<file path="config.mk">
export PLATFORM = sky130hd
export DESIGN_NAME = eps_port
export DESIGN_NICKNAME = d
export VERILOG_FILES = /design/src/include/eps_pkg.sv /design/src/verilog/eps_fifo.sv /design/src/verilog/eps_port.sv
export VERILOG_INCLUDE_DIRS = /design/src /design/src/include
export SDC_FILE = /design/constraint.sdc
export NUM_CORES = 1
export LEC_CHECK = 0
export BUFFER_PORTS_ARGS = -buffer_cell sky130_fd_sc_hd__buf_2
export CAP_MARGIN = 20
export CORE_MARGIN = 3
export CORE_UTILIZATION = 25
export CTS_CLUSTER_SIZE = 24
export DETAILED_ROUTE_END_ITERATION = 16
export GPL_TIMING_DRIVEN = 0
export PLACE_DENSITY_LB_ADDON = 0.1
export SYNTH_ARGS = -nofsm -noshare
export SYNTH_HDL_FRONTEND = slang
export SYNTH_HIERARCHICAL = 1
export SYNTH_SLANG_ARGS = --single-unit
</file>
<file path="constraint.sdc">
create_clock -name clk_in -period 3.2 [get_ports clk_in]
set_clock_uncertainty 0.05 [all_clocks]
set_input_delay 0.64 -clock clk_in [delete_from_list [all_inputs] [get_ports clk_in]]
set_output_delay 0.64 -clock clk_in [all_outputs]
set_load 0.005 [all_outputs]
</file>
<file path="src/include/eps_params.svh">
`ifndef EPS_PARAMS_SVH
`define EPS_PARAMS_SVH

// ----------------------------------------
// Serial port constants
// ----------------------------------------
`define EPS_BYTE_W 8
`define EPS_FIFO_DEPTH 4
`define EPS_CNT_W 4
`define EPS_LAST_BIT_4W 4'h7
`define EPS_LAST_BIT_3W 4'h8
`define EPS_PINS_RST 6'h08

`endif

</file>
<file path="src/include/eps_pkg.sv">
`include "eps_params.svh"

package eps_pkg;

    // ----------------------------------------
    // Types
    // ----------------------------------------
    // Pin group as sampled from the host side
    typedef struct packed {
        logic reset_n;
        logic strap;
        logic cs_n;
        logic sclk;
        logic sda;
        logic dc;
    } eps_pins_type;

    // Received byte with its command/data flag
    typedef struct packed {
        logic is_data;
        logic [`EPS_BYTE_W-1:0] value;
    } eps_rx_type;

    // Port phase within one selection
    typedef enum logic [1:0] {
        PH_RECEIVE,
        PH_ARMED,
        PH_READ
    } eps_phase_type;

endpackage

</file>
<file path="src/verilog/eps_fifo.sv">
`timescale 1ns/1ps

// ----------------------------------------
// Shift-style FIFO, head always in entry 0
// ----------------------------------------
module eps_fifo #(
    parameter int WIDTH = 9,
    parameter int DEPTH = 4
) (
    input wire logic clk_in,
    input wire logic rst_n_in,
    input wire logic clr_in,
    input wire logic in_valid_in,
    input wire logic [WIDTH-1:0] in_data_in,
    output logic in_ready_out,
    output logic out_valid_out,
    output logic [WIDTH-1:0] out_data_out,
    input wire logic out_ready_in
);
    logic [WIDTH-1:0] mem_q [DEPTH]; // Entries, head at 0
    logic [DEPTH-1:0] occ_q; // Entry occupied flags
    logic [DEPTH:0] occ_pad; // Occupancy with empty slot above
    logic [DEPTH-1:0] sh_occ; // Occupancy after a pop shift
    logic [DEPTH:0] sh_pad; // Shifted occupancy, full slot below
    logic pop;
    logic push;

    assign pop = occ_q[0] & out_ready_in;
    assign push = in_valid_in & ~occ_q[DEPTH-1];
    assign occ_pad = {1'b0, occ_q};
    assign sh_pad = {sh_occ, 1'b1};
    assign in_ready_out = ~occ_q[DEPTH-1];
    assign out_valid_out = occ_q[0];
    assign out_data_out = mem_q[0];

    genvar i;
    for (i = 0; i < DEPTH; i++)
    begin : g_entry
        logic take; // Incoming word lands here
        logic [WIDTH-1:0] upper; // Word from the entry above, own word for the top entry
        assign sh_occ[i] = pop ? occ_pad[i+1] : occ_q[i];
        assign take = push & ~sh_occ[i] & sh_pad[i];
        if (i == DEPTH-1)
        begin : g_top
            assign upper = mem_q[i];
        end
        else
        begin : g_mid
            assign upper = mem_q[i+1];
        end

        // Occupancy of this entry
        always_ff @(posedge clk_in or negedge rst_n_in)
        begin
            if (!rst_n_in)
                occ_q[i] <= 1'b0;
            else if (clr_in)
                occ_q[i] <= 1'b0;
            else
                occ_q[i] <= sh_occ[i] | take;
        end

        // Data of this entry
        always_ff @(posedge clk_in or negedge rst_n_in)
        begin
            if (!rst_n_in)
                mem_q[i] <= '0;
            else if (take)
                mem_q[i] <= in_data_in;
            else if (pop)
                mem_q[i] <= upper;
        end
    end
endmodule // eps_fifo

</file>
<file path="src/verilog/eps_port.sv">
`timescale 1ns/1ps
// Summary of operation
// Transfers only while chip select low
// 4-wire: select high data, low command
// Active-low reset pin returns port to initial
// Busy high during waveform or sensor work
// Host issues nothing while busy high
// Strap low 4-wire, strap high 3-wire
// 4-wire write sampled on rising, MSB first
// Host holds select constant through byte
// Byte delivered as data or command
// Host sends read identifier, select low
// Host raises select before read data
// Read bytes driven on falling edges, MSB first
// Read bytes continue until chip select rises
// 3-wire: flag bit then eight bits
// 3-wire: host ties select low
// 3-wire read: flag one before read bytes
// Deselect clears bit counter and partial byte
// Data line released outside read phase
`include "eps_params.svh"

module eps_port (
    input wire logic clk_in,
    input wire logic rst_n_in,
    input wire logic reset_n_input_in,
    input wire logic interface_select_strap_in,
    input wire logic cs_n_in,
    input wire logic sclk_in,
    input wire logic sda_in,
    input wire logic dc_sel_in,
    output logic sda_out_out,
    output logic sda_oe_out,
    input wire logic engine_busy_in,
    output logic busy_out,
    output eps_pkg::eps_rx_type rx_data_out,
    output logic rx_valid_out,
    input wire logic rx_ready_in,
    output logic [`EPS_BYTE_W-1:0] cmd_id_out,
    input wire logic rd_enable_in,
    input wire logic [`EPS_BYTE_W-1:0] rd_data_in,
    output logic rd_take_out
);
    import eps_pkg::*;

    // ----------------------------------------
    // Declarations
    // ----------------------------------------
    eps_pins_type pins_raw; // Pins as they arrive
    eps_pins_type meta_q; // First sync stage
    eps_pins_type sync_q; // Second sync stage
    logic sclk_prev_q; // Clock level one cycle back
    logic port_clr; // Reset pin asserted
    logic desel; // Chip select high
    logic rise; // Host clock rising while selected
    logic fall; // Host clock falling while selected
    logic mode_q; // 1 for 3-wire framing
    logic [`EPS_CNT_W-1:0] cnt_q; // Bit position in frame
    logic [`EPS_CNT_W-1:0] last_bit; // Final bit index for framing
    logic [`EPS_BYTE_W-1:0] sh_q; // Write shift register
    logic [`EPS_BYTE_W-1:0] sh_next; // Shift register with new bit
    logic flag_q; // 3-wire data/command flag
    logic last_cmd_q; // Previous byte was a command
    logic push_q; // Byte complete pulse
    eps_rx_type push_data_q; // Completed byte
    logic [`EPS_BYTE_W-1:0] cmd_id_q; // Latest command byte
    logic arm3; // 3-wire read flag arriving
    logic start_read; // Read phase begins on this fall
    eps_phase_type phase_q; // Phase within selection
    logic [`EPS_BYTE_W-1:0] out_sh_q; // Read byte being sent
    logic [2:0] out_cnt_q; // Read bit position
    logic next_bit; // Bit due on the next fall
    logic sda_out_q;
    logic sda_oe_q;
    logic take_q;
    logic busy_q;
    logic fifo_ready; // FIFO can take a byte

    assign pins_raw = '{reset_n: reset_n_input_in, strap: interface_select_strap_in, cs_n: cs_n_in,
                        sclk: sclk_in, sda: sda_in, dc: dc_sel_in};
    assign port_clr = ~sync_q.reset_n;
    assign desel = sync_q.cs_n;
    assign rise = sync_q.sclk & ~sclk_prev_q & ~desel & ~port_clr;
    assign fall = ~sync_q.sclk & sclk_prev_q & ~desel & ~port_clr;
    assign last_bit = mode_q ? `EPS_LAST_BIT_3W : `EPS_LAST_BIT_4W;
    assign sh_next = {sh_q[`EPS_BYTE_W-2:0], sync_q.sda};
    assign arm3 = mode_q & (cnt_q == '0) & last_cmd_q & rd_enable_in & sync_q.sda;
    assign start_read = fall & ((phase_q == PH_ARMED) |
        ((phase_q == PH_RECEIVE) & ~mode_q & (cnt_q == '0) & last_cmd_q & rd_enable_in));
    assign next_bit = out_sh_q[3'h7 - out_cnt_q];

    // ----------------------------------------
    // Pin synchronisers
    // ----------------------------------------
    // Two stages for every host pin
    always_ff @(posedge clk_in or negedge rst_n_in)
    begin
        if (!rst_n_in)
        begin
            meta_q <= `EPS_PINS_RST;
            sync_q <= `EPS_PINS_RST;
        end
        else
        begin
            meta_q <= pins_raw;
            sync_q <= meta_q;
        end
    end

    // Host clock history for edge finding
    always_ff @(posedge clk_in or negedge rst_n_in)
    begin
        if (!rst_n_in)
            sclk_prev_q <= 1'b0;
        else
            sclk_prev_q <= sync_q.sclk;
    end

    // ----------------------------------------
    // Framing select
    // ----------------------------------------
    // Strap followed only between selections
    always_ff @(posedge clk_in or negedge rst_n_in)
    begin
        if (!rst_n_in)
            mode_q <= 1'b0;
        else if (desel)
            mode_q <= sync_q.strap;
    end

    // ----------------------------------------
    // Write receiver
    // ----------------------------------------
    // Bit counter and shift register
    always_ff @(posedge clk_in or negedge rst_n_in)
    begin
        if (!rst_n_in)
        begin
            cnt_q <= '0;
            sh_q <= '0;
            flag_q <= 1'b0;
        end
        else if (port_clr | desel)
        begin
            cnt_q <= '0;
            sh_q <= '0;
        end
        else if (rise & (phase_q == PH_RECEIVE) & ~arm3)
        begin
            if (mode_q & (cnt_q == '0))
                flag_q <= sync_q.sda;
            else
                sh_q <= sh_next;
            cnt_q <= (cnt_q == last_bit) ? '0 : cnt_q + 1'b1;
        end
    end

    // Byte completion and delivery
    always_ff @(posedge clk_in or negedge rst_n_in)
    begin
        if (!rst_n_in)
        begin
            push_q <= 1'b0;
            push_data_q <= '0;
            last_cmd_q <= 1'b0;
            cmd_id_q <= '0;
        end
        else
        begin
            push_q <= 1'b0;
            if (port_clr | desel)
                last_cmd_q <= 1'b0;
            else if (rise & (phase_q == PH_RECEIVE) & ~arm3 & (cnt_q == last_bit))
            begin
                push_q <= 1'b1;
                // Flag from the frame or from the select pin
                push_data_q <= '{is_data: mode_q ? flag_q : sync_q.dc, value: sh_next};
                last_cmd_q <= ~(mode_q ? flag_q : sync_q.dc);
                if (!(mode_q ? flag_q : sync_q.dc))
                    cmd_id_q <= sh_next;
            end
        end
    end

    // ----------------------------------------
    // Phase control
    // ----------------------------------------
    always_ff @(posedge clk_in or negedge rst_n_in)
    begin
        if (!rst_n_in)
            phase_q <= PH_RECEIVE;
        else if (port_clr | desel)
            phase_q <= PH_RECEIVE;
        else
        begin
            unique case (phase_q)
                PH_RECEIVE:
                begin
                    if (rise & arm3)
                        phase_q <= PH_ARMED;
                    else if (start_read)
                        phase_q <= PH_READ;
                end
                PH_ARMED:
                begin
                    if (fall)
                        phase_q <= PH_READ;
                end
                PH_READ:
                    phase_q <= PH_READ;
            endcase
        end
    end

    // ----------------------------------------
    // Read transmitter
    // ----------------------------------------
    // New bit on each fall, next byte after eight
    always_ff @(posedge clk_in or negedge rst_n_in)
    begin
        if (!rst_n_in)
        begin
            out_sh_q <= '0;
            out_cnt_q <= '0;
            sda_out_q <= 1'b0;
            sda_oe_q <= 1'b0;
            take_q <= 1'b0;
        end
        else
        begin
            take_q <= 1'b0;
            if (port_clr | desel)
            begin
                out_cnt_q <= '0;
                sda_out_q <= 1'b0;
                sda_oe_q <= 1'b0;
            end
            else if (start_read | (fall & (phase_q == PH_READ)))
            begin
                sda_oe_q <= 1'b1;
                out_cnt_q <= out_cnt_q + 1'b1;
                if (out_cnt_q == 3'h0)
                begin
                    out_sh_q <= rd_data_in;
                    sda_out_q <= rd_data_in[`EPS_BYTE_W-1];
                    take_q <= 1'b1;
                end
                else
                    sda_out_q <= next_bit;
            end
        end
    end

    // ----------------------------------------
    // Busy and buffering
    // ----------------------------------------
    // Busy also covers a full receive buffer
    always_ff @(posedge clk_in or negedge rst_n_in)
    begin
        if (!rst_n_in)
            busy_q <= 1'b0;
        else
            busy_q <= engine_busy_in | ~fifo_ready;
    end

    eps_fifo #(
        .WIDTH($bits(eps_rx_type)),
        .DEPTH(`EPS_FIFO_DEPTH)
    ) u_fifo (
        .clk_in(clk_in),
        .rst_n_in(rst_n_in),
        .clr_in(port_clr),
        .in_valid_in(push_q),
        .in_data_in(push_data_q),
        .in_ready_out(fifo_ready),
        .out_valid_out(rx_valid_out),
        .out_data_out(rx_data_out),
        .out_ready_in(rx_ready_in)
    );

    assign sda_out_out = sda_out_q;
    assign sda_oe_out = sda_oe_q;
    assign busy_out = busy_q;
    assign cmd_id_out = cmd_id_q;
    assign rd_take_out = take_q;
endmodule // eps_port

</file>
==> summary.txt, run 1 <==
Synth
  • Syn_area_per_cell: 12.6 um2
  • Post-synthesis cell count: 360
  • Seq/Total Area, Yosys: 0.561
  • Yosys warns: 6
  • Synthesized cell area: 0.00455 mm2
  • Commonest cells post-synth: dfrtp_1, mux2i_1, mux2_2
  • Top cell type's share of synthesized area: 0.550
  • Synthesized net count: 386
  • Ys flop type: dfrtp_1
  • Largest area contributor in the synthesized netlist: dfrtp_1
  • EDFF count, synth: 0
  • Most common cell in the synthesized netlist: dfrtp_1
  • Asr flop ratio synth: 1.00
  • Synth area leaders: dfrtp_1, mux2_2, mux2i_1, nand3_1, nand2_1
  • Unique masters post-synth: 56
  • Flops & latches, synth: 102

Drt
  • Number of detailed-route iterations in the first pass: 4
  • Drt drc: 0
  • Via density per instance: 4.36
  • Wirelength, routed: 9060 um
  • Initial drt markers: 91
  • Routed Antenna Nets: 0
  • Via count: 2798
  • Drt wl/cell: 14.1 um

Finish
  • Layout area overhead: 17.2%
  • Ratio of cells with drive above 1 in the final layout: 0.278
  • Final core area utilization: 0.304
  • Filler Cell Count: 1829
  • Fin nets: 438
  • Post-route cell area: 0.00533 mm2
  • Antenna cells: 0
  • Final cell count without fillers: 642

Power and ir drop
  • P_leak: 2.66 nW
  • Peak VDD IR: 0.247 mV
  • PnR Total Power: 2.41 mW
  • Pwr dens: 451 mW/mm2

CTS
  • Clock-pin slew on the worst setup and hold paths: 0.07 ns
  • Post-CTS Hold Buffers: 0
  • Clk root buf: clkbuf_16
  • Clk_lat worst skew: 0.34 ns
  • CTS tree: done
  • Clock sinks: 102
  • PostCTS Resize Cnt: 0
  • Setup Buffers After CTS: 0
  • Clk buf depth: 2
  • H-tree levels: 3
  • Cts bufs inserted: 9

GRT
  • Largest net degree at the start of global routing: 66
  • Gr ovfl total: 0
  • First-pass GRT wire length: 15500 um
  • Initial antenna violation count: 0
  • Total track usage: 0.0983
  • Vias in the first global route: 2998

Setup path
  • Worst r2r path cells: 6
  • Required @ worst endpoint: 3.38 ns
  • Reg2reg setup slack: 0.67 ns
  • CP arrival: 2.70 ns
  • Critical Path Sink Type: flip-flop
  • RR Startpoint: cnt_q[0]
  • Worst Path Max Fanout: 10
  • FF-to-FF End: cmd_id_out[5]
  • Setup CP Type: flip-flop to flip-flop
  • Setup crit start kind: flip-flop

STA
  • Final hold slack: 0.213 ns
  • Max-slew violation count: 0
  • Final Cycle Share: 0.790
  • RSZ-0062 raised after global routing: no
  • Final setup viols: 0
  • Min Tclk post-route: 2.53 ns
  • Setup TNS: 0 ns
  • Max Clk Rate: 0.396 GHz
  • Slew at the pin with the worst max-slew slack: 0.754 ns
  • Final WS setup: 0.673 ns
  • Rel. slew slack: 0.497
  • Final Hold Viols: 0

Placement
  • Final GP Congestion: 0.764
  • Dpl ws: 0.580 ns
  • Placed inst area: 0.00506 mm2
  • PortBufs: 40
  • DP Wirelength: 6640 um
  • Placed cell count: 626

Floorplanning
  • # rows: 48
  • I/O pins: 41
  • Die ar.: 0.0199 mm2
  • Initial core utilization: 0.260
  • Die W: 141 um
  • Die Y: 141 um
  • Core footprint: 0.0175 mm2

Min path
  • Hold Crit Class: input port to asynchronous set/reset pin

Job
  • Number of max-cap violations: 0

Outcome
  • Outcome: finished, final reports clean
[worst max-delay path by stage]
stage,from,endpoint
global placement,rst_n_in,phase_q[0]
floorplan,cnt_q[0],cmd_id_out[0]
global route,cnt_q[0],out_sh_q[2]
detailed placement,sync_q[5],cmd_id_out[5]
CTS,cnt_q[0],out_sh_q[0]
finish,cnt_q[0],cmd_id_out[5]
[sequential cells by signal (all words and copies together), names as in the netlist, 2 cells and up]
| register | cells |
|---|---|
| sync_q | 4 |
| sh_q | 7 |
| phase_q | 2 |
| u_fifo/g_entry.upper | 27 |
| out_sh_q | 8 |
| cnt_q | 4 |
| meta_q | 6 |
| u_fifo/occ_pad | 3 |
| u_fifo/out_data_out | 9 |
| out_cnt_q | 3 |
| cmd_id_out | 8 |
| push_data_q | 9 |
[logic make-up (layout without fill, tap and decap cells)]
kind of cell	after synthesis	in the layout	share of synthesized area
buffers and inverters	37	94	0.0396
flip-flops	102	102	0.561
multiplexers	78	78	0.190
adder cells (fa/ha/maj)	7	7	0.0192
AND/OR/NAND/NOR	87	87	0.110
AO/OA/AOI/OAI	49	49	0.0803
[cell usage in the layout, fill, tap and decap left out, types with 2 or more instances in the layout]
| master | n |
|---|---|
| nor2_1 | 6 |
| nand3_1 | 24 |
| nand2b_1 | 5 |
| mux4_2 | 2 |
| ha_1 | 7 |
| mux2i_1 | 39 |
| nand2_1 | 25 |
| buf_4 | 4 |
| nor4_1 | 2 |
| nor2b_1 | 3 |
| mux2_2 | 36 |
| o21ai_0 | 15 |
| clkbuf_16 | 9 |
| or3_1 | 2 |
| clkinv_2 | 3 |
| dfstp_2 | 2 |
| nand3b_1 | 2 |
| buf_6 | 2 |
| o311ai_0 | 8 |
| clkbuf_1 | 7 |
| and2_1 | 2 |
| a31oi_1 | 2 |
| a211oi_1 | 4 |
| inv_1 | 23 |
| nand4bb_1 | 2 |
| buf_2 | 42 |
| a21oi_1 | 6 |
| dfrtp_1 | 100 |
[layout make-up]
class | instances | area [um2] | area share
timing repair buffer | 41 | 230 | 0.0432
buffer | 14 | 93.8 | 0.0176
sequential | 102 | 2550 | 0.479
inverter | 23 | 86.3 | 0.0162
clock buffer | 12 | 246 | 0.0462
clock inverter | 4 | 22.5 | 0.00422
tap | 225 | 282 | 0.0528
multi-input combinational | 221 | 1820 | 0.341
[power breakdown]
part | internal [mW] | switching [mW] | total [mW] | leakage, nW
combinational | 0.0252 | 0.0504 | 0.0756 | 1.14
sequential | 1.30 | 0.0115 | 1.31 | 1.39
clock | 0.546 | 0.472 | 1.02 | 0.132
[worst max-delay path, cell delays in order, from the launching register on]
cell and delay, ns:
dfrtp_1 0.42, inv_1 0.08, ha_1 0.21, nand4bb_1 0.21, o2111ai_1 0.25, a2111oi_4 0.78
mux2_2 0.41
[per-layer routing]
layer | vias up | wire length, um | share of wire | track usage
li1 | 1398 | - | - | -
met1 | 1336 | 4300 | 0.47 | 0.127
met2 | 53 | 4200 | 0.46 | 0.153
met3 | 11 | 427 | 0.047 | 0.0363
met4 | 0 | 135 | 0.015 | 0.0316
met5 | - | 0 | 0 | 0
(Power assumes the default switching activity.)
==> run 2, diff against run 1 <==
==> constraint.sdc (replaced) <==
create_clock -name clk_in -period 2.26 [get_ports clk_in]
set_clock_uncertainty 0.05 [all_clocks]
set_input_delay 0.452 -clock clk_in [delete_from_list [all_inputs] [get_ports clk_in]]
set_output_delay 0.452 -clock clk_in [all_outputs]
set_load 0.005 [all_outputs]
==> summary.txt, run 2 (same netlist as run 1, synthesis figures left out) <==
Outcome
  • Outcome: finished, final reports clean (unchanged)

Drt
  • Via count: 2822 (was 2798)
  • Routed Antenna Nets: 0 (unchanged)
  • Wirelength, routed: 9180 um (was 9060 um)
  • Initial drt markers: 81 (was 91)
  • Via density per instance: 4.37 (was 4.36)
  • Drt drc: 0 (unchanged)
  • Drt wl/cell: 14.2 um (was 14.1 um)
  • Number of detailed-route iterations in the first pass: 4 (unchanged)

GRT
  • Initial antenna violation count: 0 (unchanged)
  • Total track usage: 0.0990 (was 0.0983)
  • First-pass GRT wire length: 15600 um (was 15500 um)
  • Gr ovfl total: 0 (unchanged)
  • Largest net degree at the start of global routing: 66 (unchanged)
  • Vias in the first global route: 3019 (was 2998)

Placement
  • PortBufs: 40 (unchanged)
  • Final GP Congestion: 0.764 (unchanged)
  • Placed cell count: 626 (unchanged)
  • Dpl ws: -0.360 ns (was 0.580 ns)
  • DP Wirelength: 6640 um (unchanged)

Finish
  • Final cell count without fillers: 646 (was 642)
  • Commonest non-fill, non-tap cell in the layout: dfrtp_1 (unchanged)
  • Filler Cell Count: 1818 (was 1829)
  • Layout area overhead: 19.3% (was 17.2%)
  • Most frequent cells in the layout: dfrtp_1, buf_2, mux2i_1 (unchanged)
  • Antenna cells: 0 (unchanged)
  • Max FFs per register: 27 (unchanged)
  • Ratio of cells with drive above 1 in the final layout: 0.299 (was 0.278)
  • Fin nets: 442 (was 438)

CTS
  • Clk root buf: clkbuf_16 (unchanged)
  • CTS tree: done (unchanged)
  • Cts bufs inserted: 9 (unchanged)
  • Clock sinks: 102 (unchanged)
  • Clk buf depth: 2 (unchanged)
  • Clk_lat worst skew: 0.34 ns (about the same)
  • Post-CTS Hold Buffers: 0 (unchanged)
  • Clock-pin slew on the worst setup and hold paths: 0.07 ns (about the same)
  • H-tree levels: 3 (unchanged)

Floorplanning
  • I/O pins: 41 (unchanged)
  • Initial core utilization: 0.260 (unchanged)
  • Die W: 141 um (unchanged)
  • Core footprint: 0.0175 mm2 (unchanged)
  • Die Y: 141 um (unchanged)
  • Die ar.: 0.0199 mm2 (unchanged)
  • # rows: 48 (unchanged)

Setup path
  • Setup CP Type: flip-flop to flip-flop (unchanged)
  • CP arrival: 2.35 ns (was 2.70 ns)
  • Crit path launch: mode_q (was cnt_q[0])
  • Required @ worst endpoint: 2.44 ns (was 3.38 ns)
  • Setup crit start kind: flip-flop (unchanged)
  • RR Startpoint: mode_q (was cnt_q[0])
  • Reg2reg setup slack: 0.09 ns (was 0.67 ns)
  • Worst Path Max Fanout: 9 (was 10)
  • Worst r2r path cells: 5 (was 6)
  • Critical Path Sink Type: flip-flop (unchanged)

STA
  • RSZ-0062 raised after global routing: no (unchanged)
  • Max Clk Rate: 0.461 GHz (was 0.396 GHz)
  • Max-slew violation count: 0 (unchanged)
  • Final WS setup: 0.0901 ns (was 0.673 ns)
  • Final Hold Viols: 0 (unchanged)
  • Setup TNS: 0 ns (unchanged)
  • Final setup viols: 0 (unchanged)
  • Min Tclk post-route: 2.17 ns (was 2.53 ns)
  • Rel. slew slack: 0.642 (was 0.497)
  • Slew at the pin with the worst max-slew slack: 0.537 ns (was 0.754 ns)
  • Final Cycle Share: 0.960 (was 0.790)

Power and ir drop
  • PnR Total Power: 3.42 mW (was 2.41 mW)
  • Pwr dens: 630 mW/mm2 (was 451 mW/mm2)
  • Peak VDD IR: 0.347 mV (was 0.247 mV)
  • P_leak: 2.70 nW (was 2.66 nW)

Min path
  • Hold Crit Class: input port to asynchronous set/reset pin (unchanged)

Job
  • Number of max-cap violations: 0 (unchanged)
run 2: worst max-delay path: stages, from the launching register on:
cell	delay [ns]
dfrtp_2	0.48
or2_1	0.22
o2bb2a_1	0.41
a2111oi_4	0.38
buf_12	0.18
mux2_2	0.33
run 2: layout make-up:
cell class	instances	area, um2	share of cell area
Sequential cell	102	2560	0.471
Multi-Input combinational cell	221	1860	0.343
Tap cell	225	282	0.0518
Timing Repair Buffer	45	273	0.0502
Clock buffer	12	246	0.0454
Buffer	14	100	0.0184
Inverter	23	86.3	0.0159
Clock inverter	4	22.5	0.00415
run 2: final timing paths:
kind,end
min in group clk_in,meta_q[3]
min reg2reg,sync_q[5]
max,cmd_id_out[5]
min,u_fifo/out_valid_out
max in group asynchronous,cmd_id_out[5]
max reg2reg,cmd_id_out[5]
run 2: routing by layer:
layer	share of wire	vias to the layer above	global-route usage
met5	0	-	0
met4	0.015	0	0.0316
met3	0.047	11	0.0363
met2	0.46	53	0.155
met1	0.48	1352	0.127
li1	-	1406	-
run 2: what timing repair did:
| item | in CTS | in global routing |
|---|---|---|
| resized for setup | 5 | 5 |
| pin swaps | 2 | 0 |
| endpoints found under the setup margin | 26 | 15 |
| setup buffers | 3 | 1 |
run 2: power by group:
part,total (mW),switching [mW],leakage [nW],internal [mW]
registers,1.86,0.0184,1.39,1.85
clock network,1.44,0.671,0.132,0.773
logic,0.113,0.0728,1.18,0.0407
total,3.42,0.762,2.70,2.66
run 2: per-stage QoR:
stage | utilization | hold slack [ns] | area, um2
after floorplan | - | 0.106 | 4550
after global placement | 0.287 | 0.286 | 5030
after detailed placement | 0.289 | 0.285 | 5060
after CTS | 0.308 | 0.0388 | 5400
after global routing | 0.310 | 0.0511 | 5430
final | 0.310 | 0.0279 | 5430
